File: config.mk
export PLATFORM = sky130hd
export DESIGN_NAME = phy_event_interrupt_logic
export DESIGN_NICKNAME = d
export VERILOG_FILES = /design/src/core/evt_pkg.sv /design/src/core/event_latch.sv /design/src/core/phy_event_interrupt_logic.sv
export SDC_FILE = /design/constraint.sdc
export NUM_CORES = 1
export LEC_CHECK = 0
export BUFFER_PORTS_ARGS = -buffer_cell sky130_fd_sc_hd__buf_2
export CAP_MARGIN = 20
export CORE_MARGIN = 8
export CORE_UTILIZATION = 40
export DETAILED_ROUTE_END_ITERATION = 8
export PLACE_DENSITY = 0.63
export RECOVER_POWER = 50
export SLEW_MARGIN = 20
export SYNTH_ARGS = -nofsm -noshare
export SYNTH_HDL_FRONTEND = slang
export SYNTH_SLANG_ARGS = --single-unit
File: constraint.sdc
create_clock -name clk -period 2 [get_ports clk]
set_input_delay 0.4 -clock clk [delete_from_list [all_inputs] [get_ports clk]]
set_output_delay 0.4 -clock clk [all_outputs]
set_load 0.1 [all_outputs]
File: src/core/evt_pkg.sv
// Purpose: shared constants for the event interrupt logic
// Assumes: 16-bit management registers, 5-bit register address
// Notes: bit positions name each event source in enable and pending
package evt_pkg;

    // ----------------------------------------
    // bus shape
    // ----------------------------------------
    localparam int ADDR_W = 5;
    localparam int DATA_W = 16;

    // ----------------------------------------
    // register offsets
    // ----------------------------------------
    localparam logic [ADDR_W-1:0] ADDR_STATUS = 5'h11;
    localparam logic [ADDR_W-1:0] ADDR_ENABLE = 5'h12;
    localparam logic [ADDR_W-1:0] ADDR_PENDING = 5'h13;
    localparam logic [ADDR_W-1:0] ADDR_CONFIG = 5'h14;

    // ----------------------------------------
    // event bit positions, shared by enable and pending
    // ----------------------------------------
    localparam int NEG_ERROR_BIT = 15;
    localparam int RATE_CHANGE_BIT = 14;
    localparam int DUPLEX_CHANGE_BIT = 13;
    localparam int PAGE_RECEIVED_BIT = 12;
    localparam int NEG_DONE_BIT = 11;
    localparam int LINK_CHANGE_BIT = 10;
    localparam int FALSE_CARRIER_BIT = 8;
    localparam int CROSSOVER_CHANGE_BIT = 6;
    localparam int DOWNSHIFT_BIT = 5;
    localparam int DOZE_CHANGE_BIT = 4;
    localparam int WAKE_PACKET_BIT = 3;
    localparam int MAC_IF_ERROR_BIT = 2;
    localparam int INVERSION_CHANGE_BIT = 1;
    localparam int JABBER_EVENT_BIT = 0;

    // reserved bits 9 and 7 stay out of the mask
    localparam logic [DATA_W-1:0] EVENT_MASK =
        (16'h0001 << NEG_ERROR_BIT) | (16'h0001 << RATE_CHANGE_BIT) |
        (16'h0001 << DUPLEX_CHANGE_BIT) | (16'h0001 << PAGE_RECEIVED_BIT) |
        (16'h0001 << NEG_DONE_BIT) | (16'h0001 << LINK_CHANGE_BIT) |
        (16'h0001 << FALSE_CARRIER_BIT) | (16'h0001 << CROSSOVER_CHANGE_BIT) |
        (16'h0001 << DOWNSHIFT_BIT) | (16'h0001 << DOZE_CHANGE_BIT) |
        (16'h0001 << WAKE_PACKET_BIT) | (16'h0001 << MAC_IF_ERROR_BIT) |
        (16'h0001 << INVERSION_CHANGE_BIT) | (16'h0001 << JABBER_EVENT_BIT);

    // ----------------------------------------
    // status summary and config fields
    // ----------------------------------------
    localparam int STATUS_INV_POL_BIT = 1;
    localparam int STATUS_JABBER_BIT = 0;
    localparam int CFG_IRQ_POL_BIT = 13;

    // ----------------------------------------
    // reset values
    // ----------------------------------------
    localparam logic [DATA_W-1:0] ENABLE_RST = 16'h0000;
    localparam logic [DATA_W-1:0] PENDING_RST = 16'h0000;
    localparam logic [DATA_W-1:0] RDATA_RST = 16'h0000;
    localparam logic IRQ_POL_RST = 1'b1;

    // decoded register select
    typedef enum logic [2:0] {
        SEL_NONE,
        SEL_STATUS,
        SEL_ENABLE,
        SEL_PENDING,
        SEL_CONFIG
    } reg_sel_t;

endpackage : evt_pkg

File: src/core/event_latch.sv
// Purpose: bank of latched-high event bits, cleared per bit
// Assumes: set and clear arrive in the same clock domain
// Notes: set wins over clear in the same cycle
`timescale 1ns/1ps
module event_latch
    import evt_pkg::*;
#(
    parameter int WIDTH = DATA_W,
    parameter logic [WIDTH-1:0] MASK = EVENT_MASK,
    parameter logic [WIDTH-1:0] RST_VAL = PENDING_RST
)
(
    input wire logic clk,
    input wire logic nrst,
    input wire logic ce,
    input wire logic [WIDTH-1:0] set_bits,
    input wire logic [WIDTH-1:0] clr_bits,
    output logic [WIDTH-1:0] pend_q
);

    // ----------------------------------------
    // state
    // ----------------------------------------
    typedef struct packed {
        logic [WIDTH-1:0] pend;
    } latch_state_t;

    latch_state_t st_q;
    latch_state_t st_d;
    logic [WIDTH-1:0] nxt_bits;

    genvar b;
    generate
        for (b = 0; b < WIDTH; b++)
        begin : g_bit
            if (MASK[b])
            begin : g_live
                // an event in the clearing cycle survives
                assign nxt_bits[b] = set_bits[b] | (st_q.pend[b] & ~clr_bits[b]);
            end
            else
            begin : g_resv
                assign nxt_bits[b] = 1'b0;
            end
        end
    endgenerate

    always_comb
    begin
        st_d = st_q;
        st_d.pend = nxt_bits;
    end

    always_ff @(posedge clk)
    begin
        if (!nrst)
        begin
            st_q <= '{pend: RST_VAL};
        end
        else if (ce)
        begin
            st_q <= st_d;
        end
    end

    assign pend_q = st_q.pend;

endmodule : event_latch

File: src/core/phy_event_interrupt_logic.sv
// Purpose: event enable, latched pending, status summary and interrupt pin
// Assumes: one clock, event inputs are one-cycle pulses synchronous to clk
// Notes: read data appear one cycle after the read strobe, never stall
//
// The implementer's own choice: the address-and-strobe port.
`timescale 1ns/1ps

module phy_event_interrupt_logic
    import evt_pkg::*;
(
    input wire logic clk,
    input wire logic nrst,
    input wire logic ce,
    input wire logic [ADDR_W-1:0] addr,
    input wire logic [DATA_W-1:0] wdata,
    input wire logic wr_stb,
    input wire logic rd_stb,
    output logic [DATA_W-1:0] rdata,
    input wire logic inv_polarity,
    input wire logic basic_mode_jabber,
    input wire logic [DATA_W-1:0] event_in,
    output logic irq_out
);

    // ----------------------------------------
    // state
    // ----------------------------------------
    typedef struct packed {
        logic [DATA_W-1:0] enable;
        logic irq_pol;
        logic [DATA_W-1:0] rdata;
        logic irq;
    } ctl_state_t;

    localparam ctl_state_t CTL_RST = '{
        enable: ENABLE_RST,
        irq_pol: IRQ_POL_RST,
        rdata: RDATA_RST,
        // inactive pin level equals the polarity bit, so reset leaves it idle
        irq: IRQ_POL_RST
    };

    ctl_state_t st_q;
    ctl_state_t st_d;
    reg_sel_t sel;
    logic [DATA_W-1:0] pend_q;
    logic [DATA_W-1:0] clr_bits;
    logic [DATA_W-1:0] status_word;
    logic [DATA_W-1:0] config_word;
    logic irq_active;

    // ----------------------------------------
    // address decode
    // ----------------------------------------
    always_comb
    begin
        case (addr)
            ADDR_STATUS: sel = SEL_STATUS;
            ADDR_ENABLE: sel = SEL_ENABLE;
            ADDR_PENDING: sel = SEL_PENDING;
            ADDR_CONFIG: sel = SEL_CONFIG;
            default: sel = SEL_NONE;
        endcase
    end

    // ----------------------------------------
    // read words
    // ----------------------------------------
    // other summary fields belong to blocks outside this one, read zero
    always_comb
    begin
        status_word = '0;
        status_word[STATUS_INV_POL_BIT] = inv_polarity;
        // jabber passes through at any speed; software qualifies it by rate
        status_word[STATUS_JABBER_BIT] = basic_mode_jabber;
        config_word = '0;
        config_word[CFG_IRQ_POL_BIT] = st_q.irq_pol;
    end

    // ----------------------------------------
    // pending bank
    // ----------------------------------------
    // clear exactly the word handed back, nothing that arrives meanwhile
    assign clr_bits = (rd_stb && sel == SEL_PENDING) ? pend_q : '0;

    event_latch #(
        .WIDTH(DATA_W),
        .MASK(EVENT_MASK),
        .RST_VAL(PENDING_RST)
    ) u_pending (
        .clk(clk),
        .nrst(nrst),
        .ce(ce),
        .set_bits(event_in & EVENT_MASK),
        .clr_bits(clr_bits),
        .pend_q(pend_q)
    );

    // ----------------------------------------
    // next state
    // ----------------------------------------
    assign irq_active = |(pend_q & st_q.enable);

    always_comb
    begin
        st_d = st_q;
        st_d.rdata = '0;
        if (wr_stb)
        begin
            case (sel)
                SEL_ENABLE: st_d.enable = wdata & EVENT_MASK;
                SEL_CONFIG: st_d.irq_pol = wdata[CFG_IRQ_POL_BIT];
                default: st_d.enable = st_q.enable;
            endcase
        end
        if (rd_stb)
        begin
            case (sel)
                SEL_STATUS: st_d.rdata = status_word;
                SEL_ENABLE: st_d.rdata = st_q.enable;
                SEL_PENDING: st_d.rdata = pend_q;
                SEL_CONFIG: st_d.rdata = config_word;
                default: st_d.rdata = '0;
            endcase
        end
        // pin level costs one cycle of lag, buys a glitch-free output
        st_d.irq = st_q.irq_pol ? ~irq_active : irq_active;
    end

    always_ff @(posedge clk)
    begin
        if (!nrst)
        begin
            st_q <= CTL_RST;
        end
        else if (ce)
        begin
            st_q <= st_d;
        end
    end

    assign rdata = st_q.rdata;
    assign irq_out = st_q.irq;
endmodule : phy_event_interrupt_logic

Word-level counts from Yosys, hierarchy flattened
Index checks and enable logic that the tools add are counted.
Cells by class
  add/sub/neg operators: 0
  multiply operators: 0
  div/mod/pow operators: 0
  magnitude comparators: 0
  equal/unequal tests: 8
  shift operators: 0
  mux-type cells: 5
  bitwise logic cells: 44
  reductions and logical operators: 4
Operators with widths (number)
  $pmux W16 S4: 1
  $mux W16: 2
  $eq A5 B5 Y1 const B: 4
  $and A16 B16 Y16: 1
  $reduce_or A16 Y1: 1
  $not A1 Y1: 15
  $and A1 B1 Y1: 14
  $or A1 B1 Y1: 14
  $pmux W3 S4: 1
  $eq A3 B2 Y1 const B: 2
  $reduce_and A3 Y1: 2
  $eq A3 B1 Y1 const B: 1
  $eq A3 B3 Y1 const B: 1
  $logic_and A1 B1 Y1: 1
  $mux W1: 1
Storage, ports and cells
  flip-flop bits (word level): 46
  bits in latches: 0
  memory bits (writable): 0
  bits in read-only memories: 0
  input port bits: 44
  output and inout bits: 17
  memories: 0

Longest topological paths before layout
Gate-level depths: netlist of the first run.
  depth in word-level cells: 8
  mapped depth: 6
  depth with buffers taken out: 4

Modules after synthesis
From an unflattened synthesis of the first run, not the netlist that was laid out.
Unflattened totals
  cell total of the unflattened synthesis: 252
  area total of the unflattened synthesis: 2311.0 µm²
By module, submodules not included
  phy_event_interrupt_logic: instances 1, cells each 189, area each 1694.1 µm²
  event_latch: instances 1, cells each 63, area each 616.8 µm²

Worst setup path after synthesis of the first run
OpenSTA, ideal clock, no wires.
  kind: input port to flip-flop
  start: in addr[0]
  end: reg st_q[22] (netlist bit)
  library setup time: 0.116 ns
  arrival time: 1.265 ns
  setup slack: 0.619 ns
  stages: 6
  cells stage by stage: nor2_1 > and4b_1 > buf_4 > buf_8 > mux2i_1 > nor2b_1
On the way
  cells in the longest elaborated chain, start to end: 4
RTL lines
  start, declared: line phy_event_interrupt_logic.sv:14  | input wire logic [ADDR_W-1:0] addr,
  $eq A5 B5 Y1: line phy_event_interrupt_logic.sv:57  | case (addr)
  $pmux W3 S4 *: line phy_event_interrupt_logic.sv:57
  $eq A3 B2 Y1 *: line phy_event_interrupt_logic.sv:110  | case (sel)
  $reduce_and A3 Y1 (no line) *
  end signal, assigned: line phy_event_interrupt_logic.sv:138  | st_q <= st_d;
  end, declared: line phy_event_interrupt_logic.sv:43  | ctl_state_t st_q;
Mark *: on every way between the ends. The rest lies on a longest branch, timed or not.
A chain may end at the register's enable or synchronous reset.

Worst setup path after layout of the first run
  start: in addr[1]
  end: reg st_q[31] (netlist bit)
Same word-level chain as after synthesis.

==> results of run 1 <==
==> sequential cells by signal, indices dropped and copies added, names as in the netlist <==
signal            count
irq_out               1
config_word           1
st_q                 14
rdata                14
u_pending.pend_q     14
==> layer usage <==
metal	vias up	routed length, um
li1	826	-
met1	755	2220
met2	43	2410
met3	2	272
met4	0	24
met5	-	0
==> cells in the final DEF (no fill, tap or decap), types with 2 or more instances in the layout <==
cell type and count:
buf_2 52, dfxtp_1 44, nor2b_1 33, a22oi_1 32
nand2_1 16, mux2i_1 15, o21ai_0 10, buf_4 7
a21oi_1 5, o21ai_1 5, clkbuf_8 5, nand4_1 3
clkbuf_1 3, and2_0 2, a32oi_1 2, conb_1 2
clkbuf_2 2
==> worst register-to-register path, delay by kind of cell (launching register included) <==
kind | cells | cell delay (ps)
simple gates | 2 | 630
compound gates | 2 | 430
flops | 1 | 330
==> stage by stage <==
step / power (W) / instance area (um^2)
finish: 0.00174 / 2330
global route: 0.00181 / 2330
CTS: 0.00176 / 2350
detailed placement: 0.00109 / 2230
global placement: 0.00109 / 2230
floorplan: 0.00103 / 2010
==> where the power goes <==
part	internal [W]	leakage [nW]	switching, W
Clock	0.000369	0.0541	0.000298
Sequential	0.000897	0.358	0.0000173
Combinational	0.0000686	0.487	0.0000867
Total	0.00134	0.899	0.000402
==> layout make-up <==
cell class,instances,area (um^2),area share
Tap cell,67,83.8,0.0360
Sequential cell,44,881,0.378
Multi-Input combinational cell,139,916,0.393
Clock inverter,3,42.5,0.0183
Inverter,1,3.75,0.00161
Clock buffer,5,68.8,0.0295
Timing Repair Buffer,64,334,0.143
==> logic make-up (layout without fill, tap and decap cells) <==
kind of cell	count (synthesis)	after routing	synth area share
and+or+nand+nor	64	64	0.187
AOI/OAI and AO/OA	58	58	0.193
DFF	44	44	0.439
buffers and inverters	31	73	0.104
muxes	15	15	0.0749
other	1	2	0.00187
==> worst max path at each step <==
stage                     cells past startpoint             endpoint  slack [ps]     start
final                                         6             st_q[31]         430   addr[1]
after global routing                          6  u_pending.pend_q[3]         290   addr[2]
after CTS                                     4              irq_out         490  st_q[29]
after detailed placement                      6             st_q[31]         360   addr[0]
after global placement                        6             st_q[32]         400   addr[0]
after floorplan                               6             st_q[22]         620   addr[0]
==> metrics, run 1 <==
outcome finished clean; final wirelength 4930 um; pwr dens 745 mW/mm^2; GRT busiest layer met2; Seq cells post-synth 44; Total Routing Usage GR 0.136; routed vias 1626; TritonCTS buffer count 5; CP max stage delay 440 ps; Root Driver clkbuf_8; Slew @ Worst Pin 701 ps; Skew-Pair Late Insertion Delay 290 ps; first-pass GRT wire length 8050 um; post-synth top area cell dfxtp_1; final setup margin 426 ps; vias in the first global route roughly 1700; number of synthesized flops with an enable pin 0; Ant. Diodes 0; top cells by count, synth dfxtp_1, nor2b_1, a22oi_1, buf_4, nand2_1; DR DRC count 0; leakage 0.899 nW; post-cts hold buffer count 0; pre-CTS setup slack 364 ps; die extent in x between 80 and 90 um; Syn Inst Count 213; die area 0.00754 mm^2; post_cts resized 0; Final Max Tran Viols 0; reg2reg end irq_out; total core area between 0.004 and 0.005 mm^2; Final GP Congestion 0.763; r2r startpoint st_q[29]; met3 usage 0.0454; hold crit path type in -> reg; min Tclk post-route around 1600 ps; Sink Count between 40 and 50; R2R cell count 4; min-delay src wdata[13]; Worst R2R Setup Slack 510 ps; vias per cell approximately 5.0; cell family with most CP delay buffers and inverters; maximum clock frequency 635 MHz; max-capacitance violation count 0; Max Clock Skew 4.78 ps; CTS tree built; Buf/Inv on CP 2; hold path endpoint config_word[13]; ys flop type dfxtp_1; share of cells above drive strength 1 0.273; Crit-path slowest cell clkbuf_2; met2 Usage GRT 0.228; DRT Pass-1 Iters 4; IO Port Bufs 54; Distinct cells, synth 31; Die Y roughly 87 um; Yosys top cell area share 0.439; Worst Setup Path Type in -> reg; P&R area growth vs syn 16.2%; top cells by area, synth dfxtp_1, a22oi_1, nor2b_1; Util after Layout 0.487; Final Setup Violations 0; register area share after synthesis 0.439; Layout Nets 299; Rows 25; Post-synth ARST share 0; post-route ant nets 0; Final Non-Filler Cells 323; Mapped Area 0.00201 mm^2; Cells after DPL 315; Fill cells 490; VDD IR-drop max ~0.38 mV; Max H-tree Level 2; Clock transition at path regs 80 ps; clk buf depth 2; met1 usage in global routing 0.160; Worst slew margin 0.533; largest net degree at the start of global routing 26; RSZ-0062 raised after global routing false; CP Capture Type flop; Crit path arrival time 1760 ps; setup bufs post-CTS 0; average size of a mapped cell 9.42 um^2; 1st-iter DRT viols 79; largest fanout on the critical path 14; crit start category input pin; WHS 359 ps; DP HPWL 3680 um; Hold Path Depth 3; initial antenna violation count 0; period utilization 0.787; WL/cell approximately 15 um; Setup TNS Final 0 ps; critical path required time 2190 ps; gr ovfl total 0; Initial Utilization 0.419; IO Pins 61; Synth warnings 0; Fin. Hold Viols 0; worst-path cell chain clkbuf_1 > and2_0 > and4b_1 > clkbuf_2 > mux2i_1 > nor2b_1; top-count cell post-synth dfxtp_1
No activity file was read; power rests on OpenSTA's default activity.
==> run 2: changes to the inputs <==
Clock period 2 ns to 1.55 ns, I/O delays scaled along.
==> run 2 against run 1 <==
Compared with the run above: clock skew fell by 1.7 ps; final cell count did not move; first-iteration DRC count rose by 43%; die area did not move; core utilization rose by 0.26 points; sequential cell count did not move; non-clock buffer count rose by 1; highest routed layer unchanged.
==> metrics, run 2 (synthesized netlist as in run 1, its figures left out) <==
outcome finished clean; final wirelength 4750 um; Crit-path slowest cell or4_1; DR DRC count 0; P&R area growth vs syn 16.8%; Max H-tree Level 2; design area 0.00234 mm^2; cell family with most CP delay simple AND/OR/NAND/NOR gates; Cells after DPL 316; initial antenna violation count 0; leakage about 0.90 nW; Die Y 86.8 um; Sink Count 44; routed vias 1569; RSZ-0062 raised after global routing false; CP max stage delay 510 ps; Setup TNS Final 0 ps; post-route ant nets 0; Switching Power 0.000486 W; Critical Path Source st_q[29]; first-pass GRT wire length 7850 um; vias in the first global route 1640; die area 0.00754 mm^2; Fin. Hold Viols 0; worst-path cell chain a22oi_2 > nand2_1 > or4_1 > a31o_1; final setup margin 96.3 ps; largest fanout on the critical path 3; Flop pwr share 0.578; Clk network pwr share 0.323; Final Setup Violations 0; Layout Nets 300; period utilization 0.938; Skew-Pair Late Insertion Delay 290 ps; Crit path arrival time approximately 1600 ps; DP HPWL 3500 um; r2r startpoint st_q[29]; total core area 0.00479 mm^2; Worst R2R Setup Slack between 90 and 100 ps; share of cells above drive strength 1 0.281; sw frac 0.238; IO Pins 61; VDD IR-drop max 0.568 mV; gr ovfl total 0; die extent in x roughly 87 um; CP Capture Type flop; hold crit path type in -> reg; DRT Pass-1 Iters 4; Final GP Congestion 0.820; pre-CTS setup slack roughly 72 ps; critical path required time 1730 ps; Initial Utilization 0.419; cell depth of the worst setup path 4; Root Driver clkbuf_8; Total Routing Usage GR 0.132; min-delay src wdata[13]; WL/cell 14.7 um; IO Port Bufs 54; clk buf depth 2; min Tclk post-route 1450 ps; combinational fraction of design power 0.099; Final Non-Filler Cells 323; Int Pwr 0.00155 W; crit path to irq_out; CTS tree built; crit start category flop; Clock transition at path regs 80 ps; Worst Setup Path Type reg -> reg; max-capacitance violation count 0; Final Max Tran Viols 0; R2R cell count 4; Cell Area, Placed 0.00228 mm^2; reg2reg end irq_out; Buf/Inv on CP 0; Max Clock Skew 3.07 ps; TritonCTS buffer count 5; Rows 25; vias per cell between 4 and 5; maximum clock frequency 688 MHz; commonest non-fill, non-tap cell in the layout buf_2; pwr dens 871 mW/mm^2; commonest non-fill, non-tap cells in the layout buf_2, dfxtp_1, nor2b_1; Ant. Diodes 0; 1st-iter DRT viols 113; largest net degree at the start of global routing 22; Fill cells around 480; setup bufs post-CTS 0
run 2: changes by cell type in the layout (fill, tap and decap cells not counted), sizes merged:
cell	before	now
buf	59	63
bufinv	1	0
clkbuf	10	8
clkinvlp	1	0
run 2: stage by stage:
step	util	power, W	hold WS (ps)
floorplan	-	0.00132	430
global placement	0.476	0.00141	435
detailed placement	0.476	0.00141	438
CTS	0.493	0.00207	255
global route	0.489	0.00213	259
finish	0.489	0.00204	259
run 2: layout make-up:
cell class / count / area [um^2] / area share
Tap cell: 67 / 83.8 / 0.0358
Sequential cell: 44 / 881 / 0.376
Clock buffer: 6 / 72.6 / 0.0310
Inverter: 1 / 3.75 / 0.00160
Multi-Input combinational cell: 139 / 926 / 0.395
Clock inverter: 1 / 5.00 / 0.00214
Timing Repair Buffer: 65 / 370 / 0.158
run 2: worst min path at each step:
stage / depth (start not counted) / end / slack, ps
after floorplan: 2 / rdata[10] / 430
after global placement: 2 / rdata[4] / 440
after detailed placement: 2 / rdata[3] / 440
after CTS: 3 / config_word[13] / 260
after global routing: 3 / config_word[13] / 260
final: 3 / config_word[13] / 260
run 2: power groups by stage:
stage | Clock (W) | Combinational (W) | Sequential [W]
after floorplan | 0 | 0.000113 | 0.00121
after global placement | 0 | 0.000203 | 0.00120
after detailed placement | 0 | 0.000205 | 0.00120
after CTS | 0.000689 | 0.000205 | 0.00118
after global routing | 0.000731 | 0.000220 | 0.00118
final | 0.000659 | 0.000201 | 0.00118
run 2: layer usage:
layer	GRT usage	up-vias	part of all wire
met4	0.0407	0	0.0078
met1	0.162	701	0.46
met5	0	-	0
met3	0.0425	5	0.062
li1	-	824	-
met2	0.213	39	0.47
run 2: repair_timing:
item | CTS | global route
resized for setup | 0 | 2
hold buffers | 0 | 0
endpoints found under the setup margin | 0 | 1
run 2: worst reg2reg max path: cells and delay by family, from the launching register on:
kind | cells | cell delay, ps
AO/OA/AOI/OAI | 2 | 410
flip-flops | 1 | 330
AND/OR/NAND/NOR | 2 | 610
==> run 3: changes to the inputs <==
Settings changed: PLACE_DENSITY 0.63 to default, PLACE_DENSITY_LB_ADDON from default to 0.1, TNS_END_PERCENT from default to 50.
==> run 3 against run 2 <==
Compared with the run above: global-route usage grew 0.78 points; register-to-register slack is essentially flat; combinational power increased by 3%; critical path depth unchanged; highest routed layer unchanged; clock-buffer cell count up 1; sequential power is essentially flat; clock skew rose by 8.6 ps; final cell count rose by 0.93%; clock power grew 14%; maximum frequency down 0.48%.
==> metrics, run 3 (synthesized netlist as in run 1, its figures left out) <==
outcome finished clean; critical path required time 1750 ps; Crit path arrival time approximately 1700 ps; period utilization 0.942; TritonCTS buffer count 5; routed length on met2 about 2400 um; met1 WL 2300 um; IO Pins 61; Initial Utilization 0.419; DR top layer met4; min Tclk post-route about 1500 ps; cell family with most CP delay simple AND/OR/NAND/NOR gates; WL/cell approximately 16 um; vias in the first global route 1690; hold crit path type in -> reg; Layout Nets 302; Final GP Congestion 0.787; leakage 0.913 nW; sw frac 0.245; vias per cell 4.97; crit start category flop; P&R area growth vs syn 17.7%; commonest non-fill, non-tap cells in the layout buf_2, dfxtp_1, nor2b_1; Skew-Pair Late Insertion Delay 300 ps; Setup TNS Final 0 ps; DRT Pass-1 Iters 4; Worst R2R Setup Slack 90 ps; Final Max Tran Viols 0; maximum clock frequency 685 MHz; first-pass GRT wire length 8160 um; total core area 0.00479 mm^2; final wirelength 5080 um; routed vias 1619; Fin. Hold Viols 0; post_cts resized 0; Worst Setup Path Type reg -> reg; combinational fraction of design power 0.097; RSZ-0062 raised after global routing false; Buf/Inv on CP 0; Fill cells 502; Critical Path Source st_q[29]; commonest non-fill, non-tap cell in the layout buf_2; Rows 25; Crit-path slowest cell or4_1; Root Driver clkbuf_8; CTS tree built; Clock transition at path regs approximately 80 ps; Total Routing Usage GR 0.140; largest net degree at the start of global routing 22; min-delay src wdata[13]; Switching Power 0.000524 W; CP Capture Type flop; post-cts hold buffer count 0; r2r startpoint st_q[29]; Die Y 86.8 um; Ant. Diodes 0; max-capacitance violation count 0; Max Clock Skew 11.6 ps; die area 0.00754 mm^2; clk buf depth 2; Final Setup Violations 0; share of cells above drive strength 1 0.282; largest fanout on the critical path 3; post-route ant nets 0; 1st-iter DRT viols 62; initial antenna violation count 0; pwr dens 905 mW/mm^2; die extent in x 86.8 um; Int Pwr 0.00161 W; Util after Layout 0.493; DP HPWL around 3600 um; met3 routed WL between 200 and 300 um; worst-path cell chain a22oi_1 > nand2_1 > or4_1 > a31o_1; Flop pwr share 0.552; setup bufs post-CTS 0; VDD IR-drop max 0.574 mV; Clk network pwr share 0.351; Sink Count 44; gr ovfl total 0; Max H-tree Level 2; IO Port Bufs 54; DR DRC count 0; CP max stage delay between 500 and 600 ps; Final Non-Filler Cells 326; Cells after DPL 318
==> run 3: worst register-to-register path: stages, from the launching register on <==
cell	delay [ps]
dfxtp_1	330
a22oi_1	200
nand2_1	120
or4_1	510
a31o_1	210
==> run 3: final timing paths <==
path	endpoint	cells past startpoint
min	config_word[13]	3
max	irq_out	4
min reg2reg	rdata[8]	2
max reg2reg	irq_out	4
==> run 3: final cells by class <==
type                       instances  area (um^2)  share of cell area
timing repair buffer              67          383               0.162
tap                               67         83.8              0.0355
multi-input combinational        139          916               0.388
clock inverter                     1         7.51             0.00318
clock buffer                       7         86.3              0.0366
sequential                        44          881               0.373
inverter                           1         3.75             0.00159
==> run 3: power groups by stage <==
| stage | sequential (W) | combinational (W) | clock [W] |
|---|---|---|---|
| after floorplan | 0.00121 | 0.000113 | 0 |
| after global placement | 0.00121 | 0.000209 | 0 |
| after detailed placement | 0.00121 | 0.000209 | 0 |
| after CTS | 0.00118 | 0.000211 | 0.000774 |
| after global routing | 0.00118 | 0.000226 | 0.000820 |
| final | 0.00118 | 0.000207 | 0.000750 |
==> run 3: metrics by stage <==
stage | setup WS [ps] | power (W) | hold slack [ps] | instance area (um^2)
after floorplan | 204 | 0.00132 | 430 | 2010
after global placement | 105 | 0.00142 | 433 | 2280
after detailed placement | 88.3 | 0.00142 | 440 | 2280
after CTS | 74.0 | 0.00216 | 241 | 2380
after global routing | 35.7 | 0.00223 | 264 | 2360
final | 89.4 | 0.00214 | 260 | 2360
==> run 3: layer usage <==
layer | vias up | global-route usage
li1 | 833 | -
met1 | 746 | 0.161
met2 | 36 | 0.233
met3 | 4 | 0.0510
met4 | 0 | 0.0469
met5 | - | 0
